--- src/verilog/haptic_regs.vh ---
`ifndef HAPTIC_REGS_VH
`define HAPTIC_REGS_VH

// Register offsets on the serial bus
`define REG_STATUS        8'h00
`define REG_MODE          8'h01
`define REG_PLAY_CFG      8'h07
`define REG_GO            8'h0C
`define REG_RT_AMPL       8'h0E
`define REG_SEQ_BASE      8'h0F
`define REG_SEQ_LAST      8'h16
`define REG_IMP_COEF      8'h30

// Field positions
`define MODE_FIELD_LSB    0
`define MODE_RUN          2'h0
`define MODE_CALIBRATE    2'h1
`define CFG_RT_SEL        0
`define CFG_TRIG_FN_LSB   2
`define CFG_CLOSED_LOOP   4
`define CFG_LIBRARY_SELECT_BIT       5
`define TRIG_FN_LEVEL     2'h0
`define TRIG_FN_EDGE      2'h1
`define TRIG_FN_INTR      2'h2

// Reset values
`define MODE_RESET        8'h0_3
`define CFG_RESET         8'h1_1
`define RT_AMPL_RESET     8'h7_f
`define SEQ_RESET         8'h0_0
`define IMP_COEF_RESET    8'h0_0
`define DEV_ADDR_DEFAULT  7'h5a

// Timing
`define STARTUP_TIME_US   500
`define CLK_MHZ           250
`define STARTUP_CYCLES    (`STARTUP_TIME_US * `CLK_MHZ)

`endif

--- src/verilog/haptic_playback_host_control.v ---
// What this block does
// - Read-only 8-bit impedance coefficient at 0x30, reset zero, for software impedance math.
// - Writing zero to the mode field at address one leaves standby.
// - Reset defaults: closed loop, trigger pin level mode, real-time playback.
// - With trigger pin as interrupt, only the go bit starts or stops playback.
// - Every finished playback returns the device to standby by itself.
// - Real-time amplitude may be rewritten during playback; each new value applies.
// - Resonance tracking locks within half a cycle, retracks each cycle, no calibration.
// - Calibration adjusts drive level only, never the resonance tracker.
// - Without serial bus, pins alone play the default effect.
// - Both pins tied to supply: slow supply ramp gives undervoltage lockout, no playback.
// - Trigger pin edge or level starts the preloaded effect without bus traffic.
// - Trigger pin grounded: device runs only from register commands.
`timescale 1ns/1ps
`include "haptic_regs.vh"

module haptic_playback_host_control
#(
  parameter [6:0]  DEV_ADDR       = `DEV_ADDR_DEFAULT, // Arbitrary bus address
  parameter [31:0] STARTUP_CYCLES = `STARTUP_CYCLES
)
(
  input  wire       clk,
  input  wire       shutdown_release_pin,
  input  wire       scl_i,
  input  wire       sda_i,
  output wire       sda_o,
  output wire       sda_oe,
  input  wire       trig_i,
  output wire       trig_o,
  output wire       trig_oe,
  input  wire       supply_ok,
  input  wire       diag_done,
  input  wire [7:0] diag_coef,
  input  wire       effect_done,
  input  wire       calib_done,
  output reg  [7:0] effect_index,
  output reg        effect_start,
  output reg        rt_drive_en,
  output reg  [7:0] drive_amplitude,
  output reg        calib_start,
  output wire       closed_loop,
  output wire       library_select,
  output wire       resonance_track_en
);

  localparam [2:0] S_STARTUP = 3'd0, S_STANDBY = 3'd1, S_READY = 3'd2,
                   S_RT = 3'd3, S_SEQ = 3'd4, S_SEQ_WAIT = 3'd5, S_CAL = 3'd6, S_LOCK = 3'd7;
  localparam [2:0] I_IDLE = 3'd0, I_ADDR = 3'd1, I_AACK = 3'd2, I_WDAT = 3'd3,
                   I_WACK = 3'd4, I_RDAT = 3'd5, I_RACK = 3'd6;

  reg [1:0]  scl_sy_q, sda_sy_q, trig_sy_q, sup_sy_q;
  reg        scl_prev_q, sda_prev_q, trig_prev_q;
  reg [2:0]  i_st_q;
  reg [3:0]  bit_cnt_q;
  reg [7:0]  sh_q, ptr_q, rd_q;
  reg        rw_q, first_q, sda_oe_q;
  reg        wr_q;
  reg [7:0]  wr_addr_q, wr_data_q;
  reg [7:0]  mode_q, cfg_q, rt_ampl_q, imp_coef_q;
  reg [7:0]  seq_q [0:7];
  reg [2:0]  st_q, slot_q;
  reg [31:0] start_cnt_q;
  reg        done_flag_q, go_set_q, go_clr_q, status_rd_q;
  reg [7:0]  rd_mux;
  integer    k;

  wire scl_s  = scl_sy_q[1];
  wire sda_s  = sda_sy_q[1];
  wire trig_s = trig_sy_q[1];
  wire sup_s  = sup_sy_q[1];
  // Sequencer slot offsets; subtract at full width before slicing so 0x0F maps to slot 0
  wire [7:0] rd_slot = ptr_q - `REG_SEQ_BASE;
  wire [7:0] wr_slot = wr_addr_q - `REG_SEQ_BASE;
  wire scl_rise = scl_s & ~scl_prev_q;
  wire scl_fall = ~scl_s & scl_prev_q;
  wire i_start  = scl_s & scl_prev_q & sda_prev_q & ~sda_s;
  wire i_stop   = scl_s & scl_prev_q & ~sda_prev_q & sda_s;
  wire [1:0] trig_fn = cfg_q[`CFG_TRIG_FN_LSB+1:`CFG_TRIG_FN_LSB];
  wire pin_live  = (trig_fn != `TRIG_FN_INTR) && (st_q != S_STARTUP);
  wire trig_rise = pin_live & trig_s & ~trig_prev_q;
  wire trig_fall = pin_live & ~trig_s & trig_prev_q;
  wire playing   = (st_q == S_RT) || (st_q == S_SEQ) || (st_q == S_SEQ_WAIT);

  // Pin start and stop events; interrupt mode masks the pin entirely
  wire pin_start = trig_rise;
  wire pin_stop  = (trig_fn == `TRIG_FN_LEVEL) ? trig_fall : trig_rise;
  wire do_start  = go_set_q | (pin_start & ~playing);
  wire do_stop   = go_clr_q | (pin_stop & playing);

  // Two-stage synchronisers; only the second stage feeds logic
  always @(posedge clk or negedge shutdown_release_pin)
  begin
    if (!shutdown_release_pin)
    begin
      scl_sy_q  <= 2'h3;
      sda_sy_q  <= 2'h3;
      trig_sy_q <= 2'h0;
      sup_sy_q  <= 2'h0;
    end
    else
    begin
      scl_sy_q  <= {scl_sy_q[0],  scl_i};
      sda_sy_q  <= {sda_sy_q[0],  sda_i};
      trig_sy_q <= {trig_sy_q[0], trig_i};
      sup_sy_q  <= {sup_sy_q[0],  supply_ok};
    end
  end

  // Readback mux; go reads as the live playback state
  always @*
  begin
    rd_mux = 8'h0_0;
    if (ptr_q == `REG_STATUS)
      rd_mux = {4'h0, done_flag_q, st_q == S_LOCK, playing, st_q == S_STANDBY};
    else if (ptr_q == `REG_MODE)
      rd_mux = mode_q;
    else if (ptr_q == `REG_PLAY_CFG)
      rd_mux = cfg_q;
    else if (ptr_q == `REG_GO)
      rd_mux = {7'h0, playing};
    else if (ptr_q == `REG_RT_AMPL)
      rd_mux = rt_ampl_q;
    else if (ptr_q >= `REG_SEQ_BASE && ptr_q <= `REG_SEQ_LAST)
      rd_mux = seq_q[rd_slot[2:0]];
    else if (ptr_q == `REG_IMP_COEF)
      rd_mux = imp_coef_q;
  end

  // Serial slave: sample on rising clock, shift and acknowledge on falling clock
  always @(posedge clk or negedge shutdown_release_pin)
  begin
    if (!shutdown_release_pin)
    begin
      scl_prev_q  <= 1'b1;
      sda_prev_q  <= 1'b1;
      i_st_q      <= I_IDLE;
      bit_cnt_q   <= 4'h0;
      sh_q        <= 8'h0_0;
      rd_q        <= 8'h0_0;
      ptr_q       <= 8'h0_0;
      rw_q        <= 1'b0;
      first_q     <= 1'b0;
      sda_oe_q    <= 1'b0;
      wr_q        <= 1'b0;
      wr_addr_q   <= 8'h0_0;
      wr_data_q   <= 8'h0_0;
      status_rd_q <= 1'b0;
    end
    else
    begin
      scl_prev_q  <= scl_s;
      sda_prev_q  <= sda_s;
      wr_q        <= 1'b0;
      status_rd_q <= 1'b0;
      if (i_start)
      begin
        i_st_q    <= I_ADDR;
        bit_cnt_q <= 4'h0;
        first_q   <= 1'b1;
        sda_oe_q  <= 1'b0;
      end
      else if (i_stop)
      begin
        i_st_q   <= I_IDLE;
        sda_oe_q <= 1'b0;
      end
      else if (scl_rise)
      begin
        if (i_st_q == I_ADDR || i_st_q == I_WDAT || i_st_q == I_RDAT)
        begin
          sh_q      <= {sh_q[6:0], sda_s};
          bit_cnt_q <= bit_cnt_q + 4'h1;
        end
        else if (i_st_q == I_RACK)
          rw_q <= ~sda_s; // Master ack keeps the read going
      end
      else if (scl_fall)
      begin
        case (i_st_q)
          I_ADDR:
            if (bit_cnt_q == 4'h8)
            begin
              if (sh_q[7:1] == DEV_ADDR)
              begin
                i_st_q   <= I_AACK;
                rw_q     <= sh_q[0];
                sda_oe_q <= 1'b1;
              end
              else
                i_st_q <= I_IDLE;
            end
          I_AACK:
          begin
            bit_cnt_q <= 4'h0;
            if (rw_q)
            begin
              i_st_q      <= I_RDAT;
              rd_q        <= {rd_mux[6:0], 1'b0};
              sda_oe_q    <= ~rd_mux[7];
              status_rd_q <= (ptr_q == `REG_STATUS);
            end
            else
            begin
              i_st_q   <= I_WDAT;
              sda_oe_q <= 1'b0;
            end
          end
          I_WDAT:
            if (bit_cnt_q == 4'h8)
            begin
              i_st_q   <= I_WACK;
              sda_oe_q <= 1'b1;
              first_q  <= 1'b0;
              if (first_q)
                ptr_q <= sh_q;
              else
              begin
                wr_q      <= 1'b1;
                wr_addr_q <= ptr_q;
                wr_data_q <= sh_q;
                ptr_q     <= ptr_q + 8'h0_1;
              end
            end
          I_WACK:
          begin
            i_st_q    <= I_WDAT;
            bit_cnt_q <= 4'h0;
            sda_oe_q  <= 1'b0;
          end
          I_RDAT:
            if (bit_cnt_q == 4'h8)
            begin
              i_st_q   <= I_RACK;
              sda_oe_q <= 1'b0;
              ptr_q    <= ptr_q + 8'h0_1;
            end
            else
            begin
              sda_oe_q <= ~rd_q[7];
              rd_q     <= {rd_q[6:0], 1'b0};
            end
          I_RACK:
            if (rw_q)
            begin
              i_st_q      <= I_RDAT;
              bit_cnt_q   <= 4'h0;
              rd_q        <= {rd_mux[6:0], 1'b0};
              sda_oe_q    <= ~rd_mux[7];
              status_rd_q <= (ptr_q == `REG_STATUS);
            end
            else
              i_st_q <= I_IDLE;
          default:
            i_st_q <= I_IDLE;
        endcase
      end
    end
  end

  // Register file writes; go is decoded into start and stop pulses
  always @(posedge clk or negedge shutdown_release_pin)
  begin
    if (!shutdown_release_pin)
    begin
      mode_q    <= `MODE_RESET;
      cfg_q     <= `CFG_RESET;
      rt_ampl_q <= `RT_AMPL_RESET;
      go_set_q  <= 1'b0;
      go_clr_q  <= 1'b0;
      for (k = 0; k < 8; k = k + 1)
        seq_q[k] <= `SEQ_RESET;
    end
    else
    begin
      go_set_q <= wr_q && wr_addr_q == `REG_GO && wr_data_q[0];
      go_clr_q <= wr_q && wr_addr_q == `REG_GO && !wr_data_q[0];
      if (wr_q)
      begin
        if (wr_addr_q == `REG_MODE)
          mode_q <= wr_data_q;
        else if (wr_addr_q == `REG_PLAY_CFG)
          cfg_q <= wr_data_q;
        else if (wr_addr_q == `REG_RT_AMPL)
          rt_ampl_q <= wr_data_q;
        else if (wr_addr_q >= `REG_SEQ_BASE && wr_addr_q <= `REG_SEQ_LAST)
          seq_q[wr_slot[2:0]] <= wr_data_q;
      end
    end
  end

  // Coefficient is loaded only by the diagnostic engine, never by the bus
  always @(posedge clk or negedge shutdown_release_pin)
  begin
    if (!shutdown_release_pin)
      imp_coef_q <= `IMP_COEF_RESET;
    else if (diag_done)
      imp_coef_q <= diag_coef;
  end

  // Playback sequencing; pins and go bit share one path
  always @(posedge clk or negedge shutdown_release_pin)
  begin
    if (!shutdown_release_pin)
    begin
      st_q         <= S_STARTUP;
      start_cnt_q  <= 32'h0000_0000;
      slot_q       <= 3'h0;
      trig_prev_q  <= 1'b0;
      done_flag_q  <= 1'b0;
      effect_index <= 8'h0_0;
      effect_start <= 1'b0;
      calib_start  <= 1'b0;
    end
    else
    begin
      effect_start <= 1'b0;
      calib_start  <= 1'b0;
      // Held low through startup so a pin already high counts as a rising edge
      if (st_q != S_STARTUP)
        trig_prev_q <= trig_s;
      if (status_rd_q)
        done_flag_q <= 1'b0;
      case (st_q)
        S_STARTUP:
          if (start_cnt_q >= STARTUP_CYCLES - 32'h0000_0001)
            st_q <= sup_s ? S_STANDBY : S_LOCK;
          else
            start_cnt_q <= start_cnt_q + 32'h0000_0001;
        S_LOCK:
          st_q <= S_LOCK;
        S_STANDBY, S_READY:
          if (wr_q && wr_addr_q == `REG_MODE &&
              wr_data_q[`MODE_FIELD_LSB+1:`MODE_FIELD_LSB] == `MODE_CALIBRATE)
          begin
            st_q        <= S_CAL;
            calib_start <= 1'b1;
          end
          else if (do_start && cfg_q[`CFG_RT_SEL])
            st_q <= S_RT;
          else if (do_start)
          begin
            st_q   <= S_SEQ;
            slot_q <= 3'h0;
          end
          else if (wr_q && wr_addr_q == `REG_MODE &&
                   wr_data_q[`MODE_FIELD_LSB+1:`MODE_FIELD_LSB] == `MODE_RUN)
            st_q <= S_READY;
        S_RT:
          if (do_stop)
          begin
            st_q        <= S_STANDBY;
            done_flag_q <= 1'b1;
          end
        S_SEQ:
          if (do_stop || seq_q[slot_q] == 8'h0_0)
          begin
            st_q        <= S_STANDBY;
            done_flag_q <= 1'b1;
          end
          else
          begin
            effect_index <= seq_q[slot_q];
            effect_start <= 1'b1;
            st_q         <= S_SEQ_WAIT;
          end
        S_SEQ_WAIT:
          if (do_stop || (effect_done && slot_q == 3'h7))
          begin
            st_q        <= S_STANDBY;
            done_flag_q <= 1'b1;
          end
          else if (effect_done)
          begin
            slot_q <= slot_q + 3'h1;
            st_q   <= S_SEQ;
          end
        S_CAL:
          if (calib_done)
          begin
            st_q        <= S_STANDBY;
            done_flag_q <= 1'b1;
          end
        default:
          st_q <= S_STANDBY;
      endcase
    end
  end

  // Amplitude follows the register every cycle so rewrites take effect at once
  always @(posedge clk or negedge shutdown_release_pin)
  begin
    if (!shutdown_release_pin)
    begin
      rt_drive_en     <= 1'b0;
      drive_amplitude <= 8'h0_0;
    end
    else
    begin
      rt_drive_en     <= (st_q == S_RT);
      drive_amplitude <= (st_q == S_RT) ? rt_ampl_q : 8'h0_0;
    end
  end

  // Tracker runs whenever closed-loop drive is active; calibration never gates it
  assign closed_loop        = cfg_q[`CFG_CLOSED_LOOP];
  assign library_select     = cfg_q[`CFG_LIBRARY_SELECT_BIT];
  assign resonance_track_en = closed_loop & playing;

  // Open-drain outputs: only ever pull low
  assign sda_o   = 1'b0;
  assign sda_oe  = sda_oe_q;
  assign trig_o  = 1'b0;
  assign trig_oe = (trig_fn == `TRIG_FN_INTR) & done_flag_q;

endmodule

--- config.mk ---
export PLATFORM = sky130hd
export DESIGN_NAME = haptic_playback_host_control
export DESIGN_NICKNAME = d
export VERILOG_FILES = /design/src/verilog/haptic_playback_host_control.v
export VERILOG_INCLUDE_DIRS = /design/src /design/src/verilog
export SDC_FILE = /design/constraint.sdc
export NUM_CORES = 1
export LEC_CHECK = 0
export BUFFER_PORTS_ARGS = -buffer_cell sky130_fd_sc_hd__buf_2
export CORE_MARGIN = 5
export CORE_UTILIZATION = 45
export DETAILED_ROUTE_END_ITERATION = 16
export GPL_ROUTABILITY_DRIVEN = 0
export HOLD_SLACK_MARGIN = 0.05
export SYNTH_ARGS = -nofsm -noshare
export SYNTH_HDL_FRONTEND = slang
export SYNTH_SLANG_ARGS = --single-unit
--- constraint.sdc ---
create_clock -name clk -period 8.9 [get_ports clk]
set_input_delay 1.78 -clock clk [delete_from_list [all_inputs] [get_ports clk]]
set_output_delay 1.78 -clock clk [all_outputs]
set_load 0.005 [all_outputs]
Word level (Yosys, flattened, before mapping)
Index checks and enable logic that the tools add are counted.

Memories: 0. Bits in latches: 0. Logic and storage cells: 316. ROM bits: 0. Output and inout port bits: 26. Register bits: 219. RAM bits: 0.

Mux-type cells: 108. Bitwise logic cells: 38. Eq/ne operators: 54. Divide/modulo/power cells: 0. Reductions and logical operators: 59. Shifts and indexed selects: 0. Magnitude comparators: 9. $mul: 0. Add/subtract/negate cells: 6.

Operators by type and width (number): two-way mux 8 bit (18); two-way mux 3 bit (25); bitwise mux 64 bit (1); binary-select mux 8 bit (select 3 bit) (2); two-way mux 1 bit (46); adder 32 x 1 -> 32 bit, second input constant (1); == test 8 x 4 -> 1 bit, second input constant (4); greater-or-equal comparator 32 x 17 -> 1 bit, second input constant (1); case mux 8 bit (2 select lines) (2); AND reduction 7 bit (4); AND reduction 5 bit (5); demux 8 bit (select 3 bit) (1); == test 3 bit, second input constant (8); two-way mux 4 bit (6); inequality test 2 bit, second input constant (12); case mux 3 bit (7 select lines) (1); nonzero test 2 bit (10); inverter 1 bit (18); case mux 3 bit (6 select lines) (1); == test 8 x 1 -> 1 bit, second input constant (2); == test 8 x 3 -> 1 bit, second input constant (2); greater-or-equal comparator 8 x 4 -> 1 bit, second input constant (2); less-or-equal comparator 8 x 5 -> 1 bit, second input constant (2); zero test 8 bit (2); other kinds (41) (98).

Longest topological paths before layout
Word-level depth: 18. Depth in mapped cells: 11.

Worst setup path before layout
Ideal clock, no wire load.

Kind: register to register. Start: reg ptr_q[0]. End: reg rd_q[1]. Clock period less this slack: 2914 ps. Stages on the path, launching flop included: 12. Required time: 8760 ps. Arrival time: 2774 ps. Path slack: 5986 ps. Cells stage by stage: dfrtp_1 -> buf_2 -> buf_1 -> inv_1 -> ha_1 -> buf_2 -> buf_2 -> mux4_2 -> mux2i_1 -> o21ai_0 -> a21oi_1 -> o22ai_1.

Longest elaborated chain between the ends: 13.

RTL lines: start, declared (line haptic_playback_host_control.v:56) `reg [7:0] sh_q, ptr_q, rd_q;`; start signal, assigned (line haptic_playback_host_control.v:216) `ptr_q <= sh_q;`; start signal, assigned (line haptic_playback_host_control.v:222) `ptr_q <= ptr_q + 8'h0_1;`; start signal, assigned (line haptic_playback_host_control.v:236) `ptr_q <= ptr_q + 8'h0_1;`; subtractor 3 bit (no source line); inverter 3 -> 4 bit (implied by the code) (line haptic_playback_host_control.v:125) `rd_mux = seq_q[rd_slot[2:0]];`; binary-select mux 8 bit (select 3 bit) (line haptic_playback_host_control.v:125); two-way mux 8 bit (implied by the code) (2 in series) (line haptic_playback_host_control.v:125); two-way mux 8 bit (line haptic_playback_host_control.v:124) `` else if (ptr_q >= `REG_SEQ_BASE && ptr_q <= `REG_SEQ_LAST) ``; two-way mux 8 bit (line haptic_playback_host_control.v:122) `` else if (ptr_q == `REG_RT_AMPL) ``; two-way mux 8 bit (line haptic_playback_host_control.v:120) `` else if (ptr_q == `REG_GO) ``; two-way mux 8 bit (line haptic_playback_host_control.v:118) `` else if (ptr_q == `REG_PLAY_CFG) ``; two-way mux 8 bit (line haptic_playback_host_control.v:116) `` else if (ptr_q == `REG_MODE) ``; two-way mux 8 bit * (line haptic_playback_host_control.v:114) `` if (ptr_q == `REG_STATUS) ``; two-way mux 8 bit * (line haptic_playback_host_control.v:196, haptic_playback_host_control.v:244); case mux 8 bit (2 select lines) * (line haptic_playback_host_control.v:180) `case (i_st_q)`; end signal, assigned (line haptic_playback_host_control.v:199) `rd_q <= {rd_mux[6:0], 1'b0};`; end signal, assigned (line haptic_playback_host_control.v:241) `rd_q <= {rd_q[6:0], 1'b0};`; end signal, assigned (line haptic_playback_host_control.v:248) `rd_q <= {rd_mux[6:0], 1'b0};`; end, declared (line haptic_playback_host_control.v:56).

Mark *: on every way between the ends. The rest lies on a longest branch, timed or not. The select of a mux whose other input is x is not followed. A chain may end at the register's enable or synchronous reset.

Final worst setup path
Start: reg st_q[2]. End: out resonance_track_en.

Longest elaborated chain between the ends: 4.

RTL lines: start, declared (line haptic_playback_host_control.v:62) `reg [2:0] st_q, slot_q;`; start signal, assigned (line haptic_playback_host_control.v:327) `st_q <= sup_s ? S_STANDBY : S_LOCK;`; == test 3 x 2 -> 1 bit / == test 3 bit (equally long branches) (line haptic_playback_host_control.v:83) `wire playing = (st_q == S_RT) || (st_q == S_SEQ) || (st_q == S_SEQ_WAIT);`; logical OR 1 bit (line haptic_playback_host_control.v:83); logical OR 1 bit * (line haptic_playback_host_control.v:83); AND 1 bit * (line haptic_playback_host_control.v:408) `assign resonance_track_en = closed_loop & playing;`; end, declared (line haptic_playback_host_control.v:44) `output wire resonance_track_en`.

Mark *: on every way between the ends. The rest lies on a longest branch, timed or not.

==> reports/summary.txt <==
Hold path depth -> 0
Final net count -> 1011
Slowest Stage Delay on Critical Path -> 0.58 ns
Post-Syn Area -> 11100 µm²
Post-synth top flop -> dfrtp_1
Post-route antenna net violation count -> 0
CTS buffer count -> 25
GRT Total Usage -> 19.3%
Top cell type by total area after synthesis -> dfrtp_1
Worst endpoint required time -> 7.12 ns
Crit path buf inv count -> 1
Met3 wire length -> 1.16 mm
Status -> finished, final reports clean
Power per cell area -> 201 nW/µm²
Largest net degree at the start of global routing -> 82
CP Launch Type -> flop
Final WL -> 27.1 mm
CP max stage cell -> dfrtp_1
DR top layer -> met4
Setup TNS -> 0 ns
First-pass GRT wire length -> 43.7 mm
Worst vdd rail ir drop -> 0.145 mV
Clock transition at path regs -> 0.06 ns
Die X -> 167 µm
RSZ-0062 raised after global routing -> no
CTS H-tree lvls -> 1
Final setup viols -> 0
Clock tree sinks -> 218
FF-to-FF End -> sda_oe
I/O pins -> 43
Wire length per cell -> 20.6 µm
Post_cts resized -> 0
Worst slew margin -> 31.3%
Syn. warnings -> 0
CP delay by family, top -> simple AND/OR/NAND/NOR gates
Worst Setup End Kind -> output port
Critical path, cell by cell -> and3b_1 -> a21o_1 -> and2_1 -> buf_2
Final Max Slew Viols -> 0
Ranking of synthesized cells by area -> dfrtp_1, mux2_2, mux4_2
Commonest non-fill, non-tap cells in the layout -> dfrtp_1, mux2_2, nand2_1
DRT Pass-1 Iters -> 6
1st-iter DRT viols -> 584
Area delta synth->final -> 10.6%
Worst Hold Class -> flop to flop
Worst EP arrival -> 2.21 ns
Vias in the first global route -> 7737
Hold_sp -> trig_sy_q[0]
Syn avg cell area -> 11.4 µm²
WHS Endpoint -> trig_sy_q[1]
Count of input and output buffers -> 40
Worst-path maximum fanout -> 17
Setup Skew -> 0.00673 ns
Vias per cell -> 5.81
CTS tree -> built
DP Wirelength -> 18.8 mm
Skew-Pair Late Insertion Delay -> 0.51 ns
Share of layout cells above drive strength 1 -> 27.4%
Seq/Total Area, Yosys -> 49.4%
Non-Filler Instances -> 1319
Met2 WL post-DR -> 12.7 mm
Antenna violations before repair -> 0
Hold slack -> 0.347 ns
Final antenna diode count -> 0
CP Class -> flop to output port
Die area -> 27900 µm²
Most common cell after layout, fill and taps aside -> dfrtp_1
Initial Util -> 45.6%
Cell count after synthesis -> 970
Setup bufs post-CTS -> 0
Crit path depth -> 4
R2r startpoint -> ptr_q[0]
R2r worst-path depth -> 9
Final min period -> 3.99 ns
Final worst path period share -> 44.8%
Hold_buf cts -> 0
Maximum root-to-sink buffer count -> 3
Met1 wire length -> 12.0 mm
#FFs+latches synth -> 218
Number of max-cap violations -> 0
DRC errors left -> 0
CORE AREA -> 24300 µm²
Share of synthesized flip-flops with an asynchronous set or reset -> 100%
Synth cell types -> 93
Grt ovf -> 0
Least-Margin Pin Slew -> 1.03 ns
Inst Count DP -> 1275
Row Count -> 57
Root buffer cell -> clkbuf_16
Final Hold Fails -> 0
Vias -> 7668
Fmax -> 251 MHz
Die Span Y -> 167 µm
Leak Pwr -> 5.54 nW
Post-synth top area share -> 45.4%
Reg2reg setup slack -> 5.53 ns
EDFF count, synth -> 0
## worst max-delay path by stage
stage	startpoint	endpoint	slack, ns
finish	st_q[2]	resonance_track_en	4.91
global route	st_q[2]	resonance_track_en	4.77
CTS	st_q[2]	resonance_track_en	4.89
detailed placement	st_q[2]	resonance_track_en	5.45
global placement	st_q[2]	resonance_track_en	5.45
floorplan	ptr_q[0]	rd_q[1]	5.99
## synthesized netlist by cell type (all sizes together) (10+ instances only)
cell type and count:
dfrtp 201, mux2 114, nand2 86, nor2 60
o21ai 50, clkbuf 39, mux2i 33, a21oi 32
inv 30, buf 26, nand3 25, nor3 25
mux4 24, and2 19, dfstp 17, ha 16
xnor2 12, o211ai 11, a31oi 10
## metrics by stage
| step | setup slack (ns) | total power [mW] | util [%] | area [µm²] |
|---|---|---|---|---|
| 2_1_floorplan | 5.99 | 1.36 | - | 11100 |
| 5_1_grt | 4.77 | 2.58 | 50.4 | 12300 |
| 3_3_place_gp | 5.45 | 1.46 | 47.1 | 11400 |
| 4_1_cts | 4.89 | 2.49 | 50.4 | 12300 |
| 3_5_place_dp | 5.45 | 1.46 | 47.1 | 11400 |
| 6_report | 4.91 | 2.46 | 50.4 | 12300 |
## registers in the layout, summed over array words and instances, names as in the netlist, 2 cells and up
name             cells
start_cnt_q         32
imp_coef_q           8
trig_sy_q            2
cfg_q                8
rd_q                 7
sh_q                 8
wr_addr_q            8
effect_index         8
seq_q               64
i_st_q               3
st_q                 3
wr_data_q            8
drive_amplitude      8
slot_q               3
mode_q               8
sup_sy_q             2
rt_ampl_q            8
bit_cnt_q            4
ptr_q                8
sda_sy_q             2
scl_sy_q             2
## layout make-up
type | instances | area, µm²
clock inverters | 7 | 93.8
multi-input cells | 658 | 5210
fillers | 2197 | 12100
repair buffers | 45 | 248
inverters | 30 | 113
flip-flops and latches | 218 | 5480
well taps | 324 | 405
clock buffers | 37 | 721
## per-layer routing
layer,vias up,global-route usage [%]
li1,3544,-
met1,3829,26.5
met2,221,31.2
met3,74,2.87
met4,0,7.51
met5,-,0
## power by group
part           switching (mW)  leakage (nW)  internal (mW)  total [mW]
clock network           0.400         0.393          0.616        1.02
logic                   0.214          2.22          0.142       0.356
registers              0.0537          2.93           1.03        1.09
## logic make-up (layout without fill, tap and decap cells)
family          Yosys count  in the layout  synth area share [%]
fa+ha+maj                16             16                  1.81
mux                     171            171                  19.4
other cells               1              2                0.0338
simple gates            267            267                  12.7
xor+xnor                 20             20                  1.65
buf+inv                  95            119                  3.69
flops                   218            218                  49.4
compound gates          182            182                  11.3
Note: power is estimated with default switching activity, not from simulation.
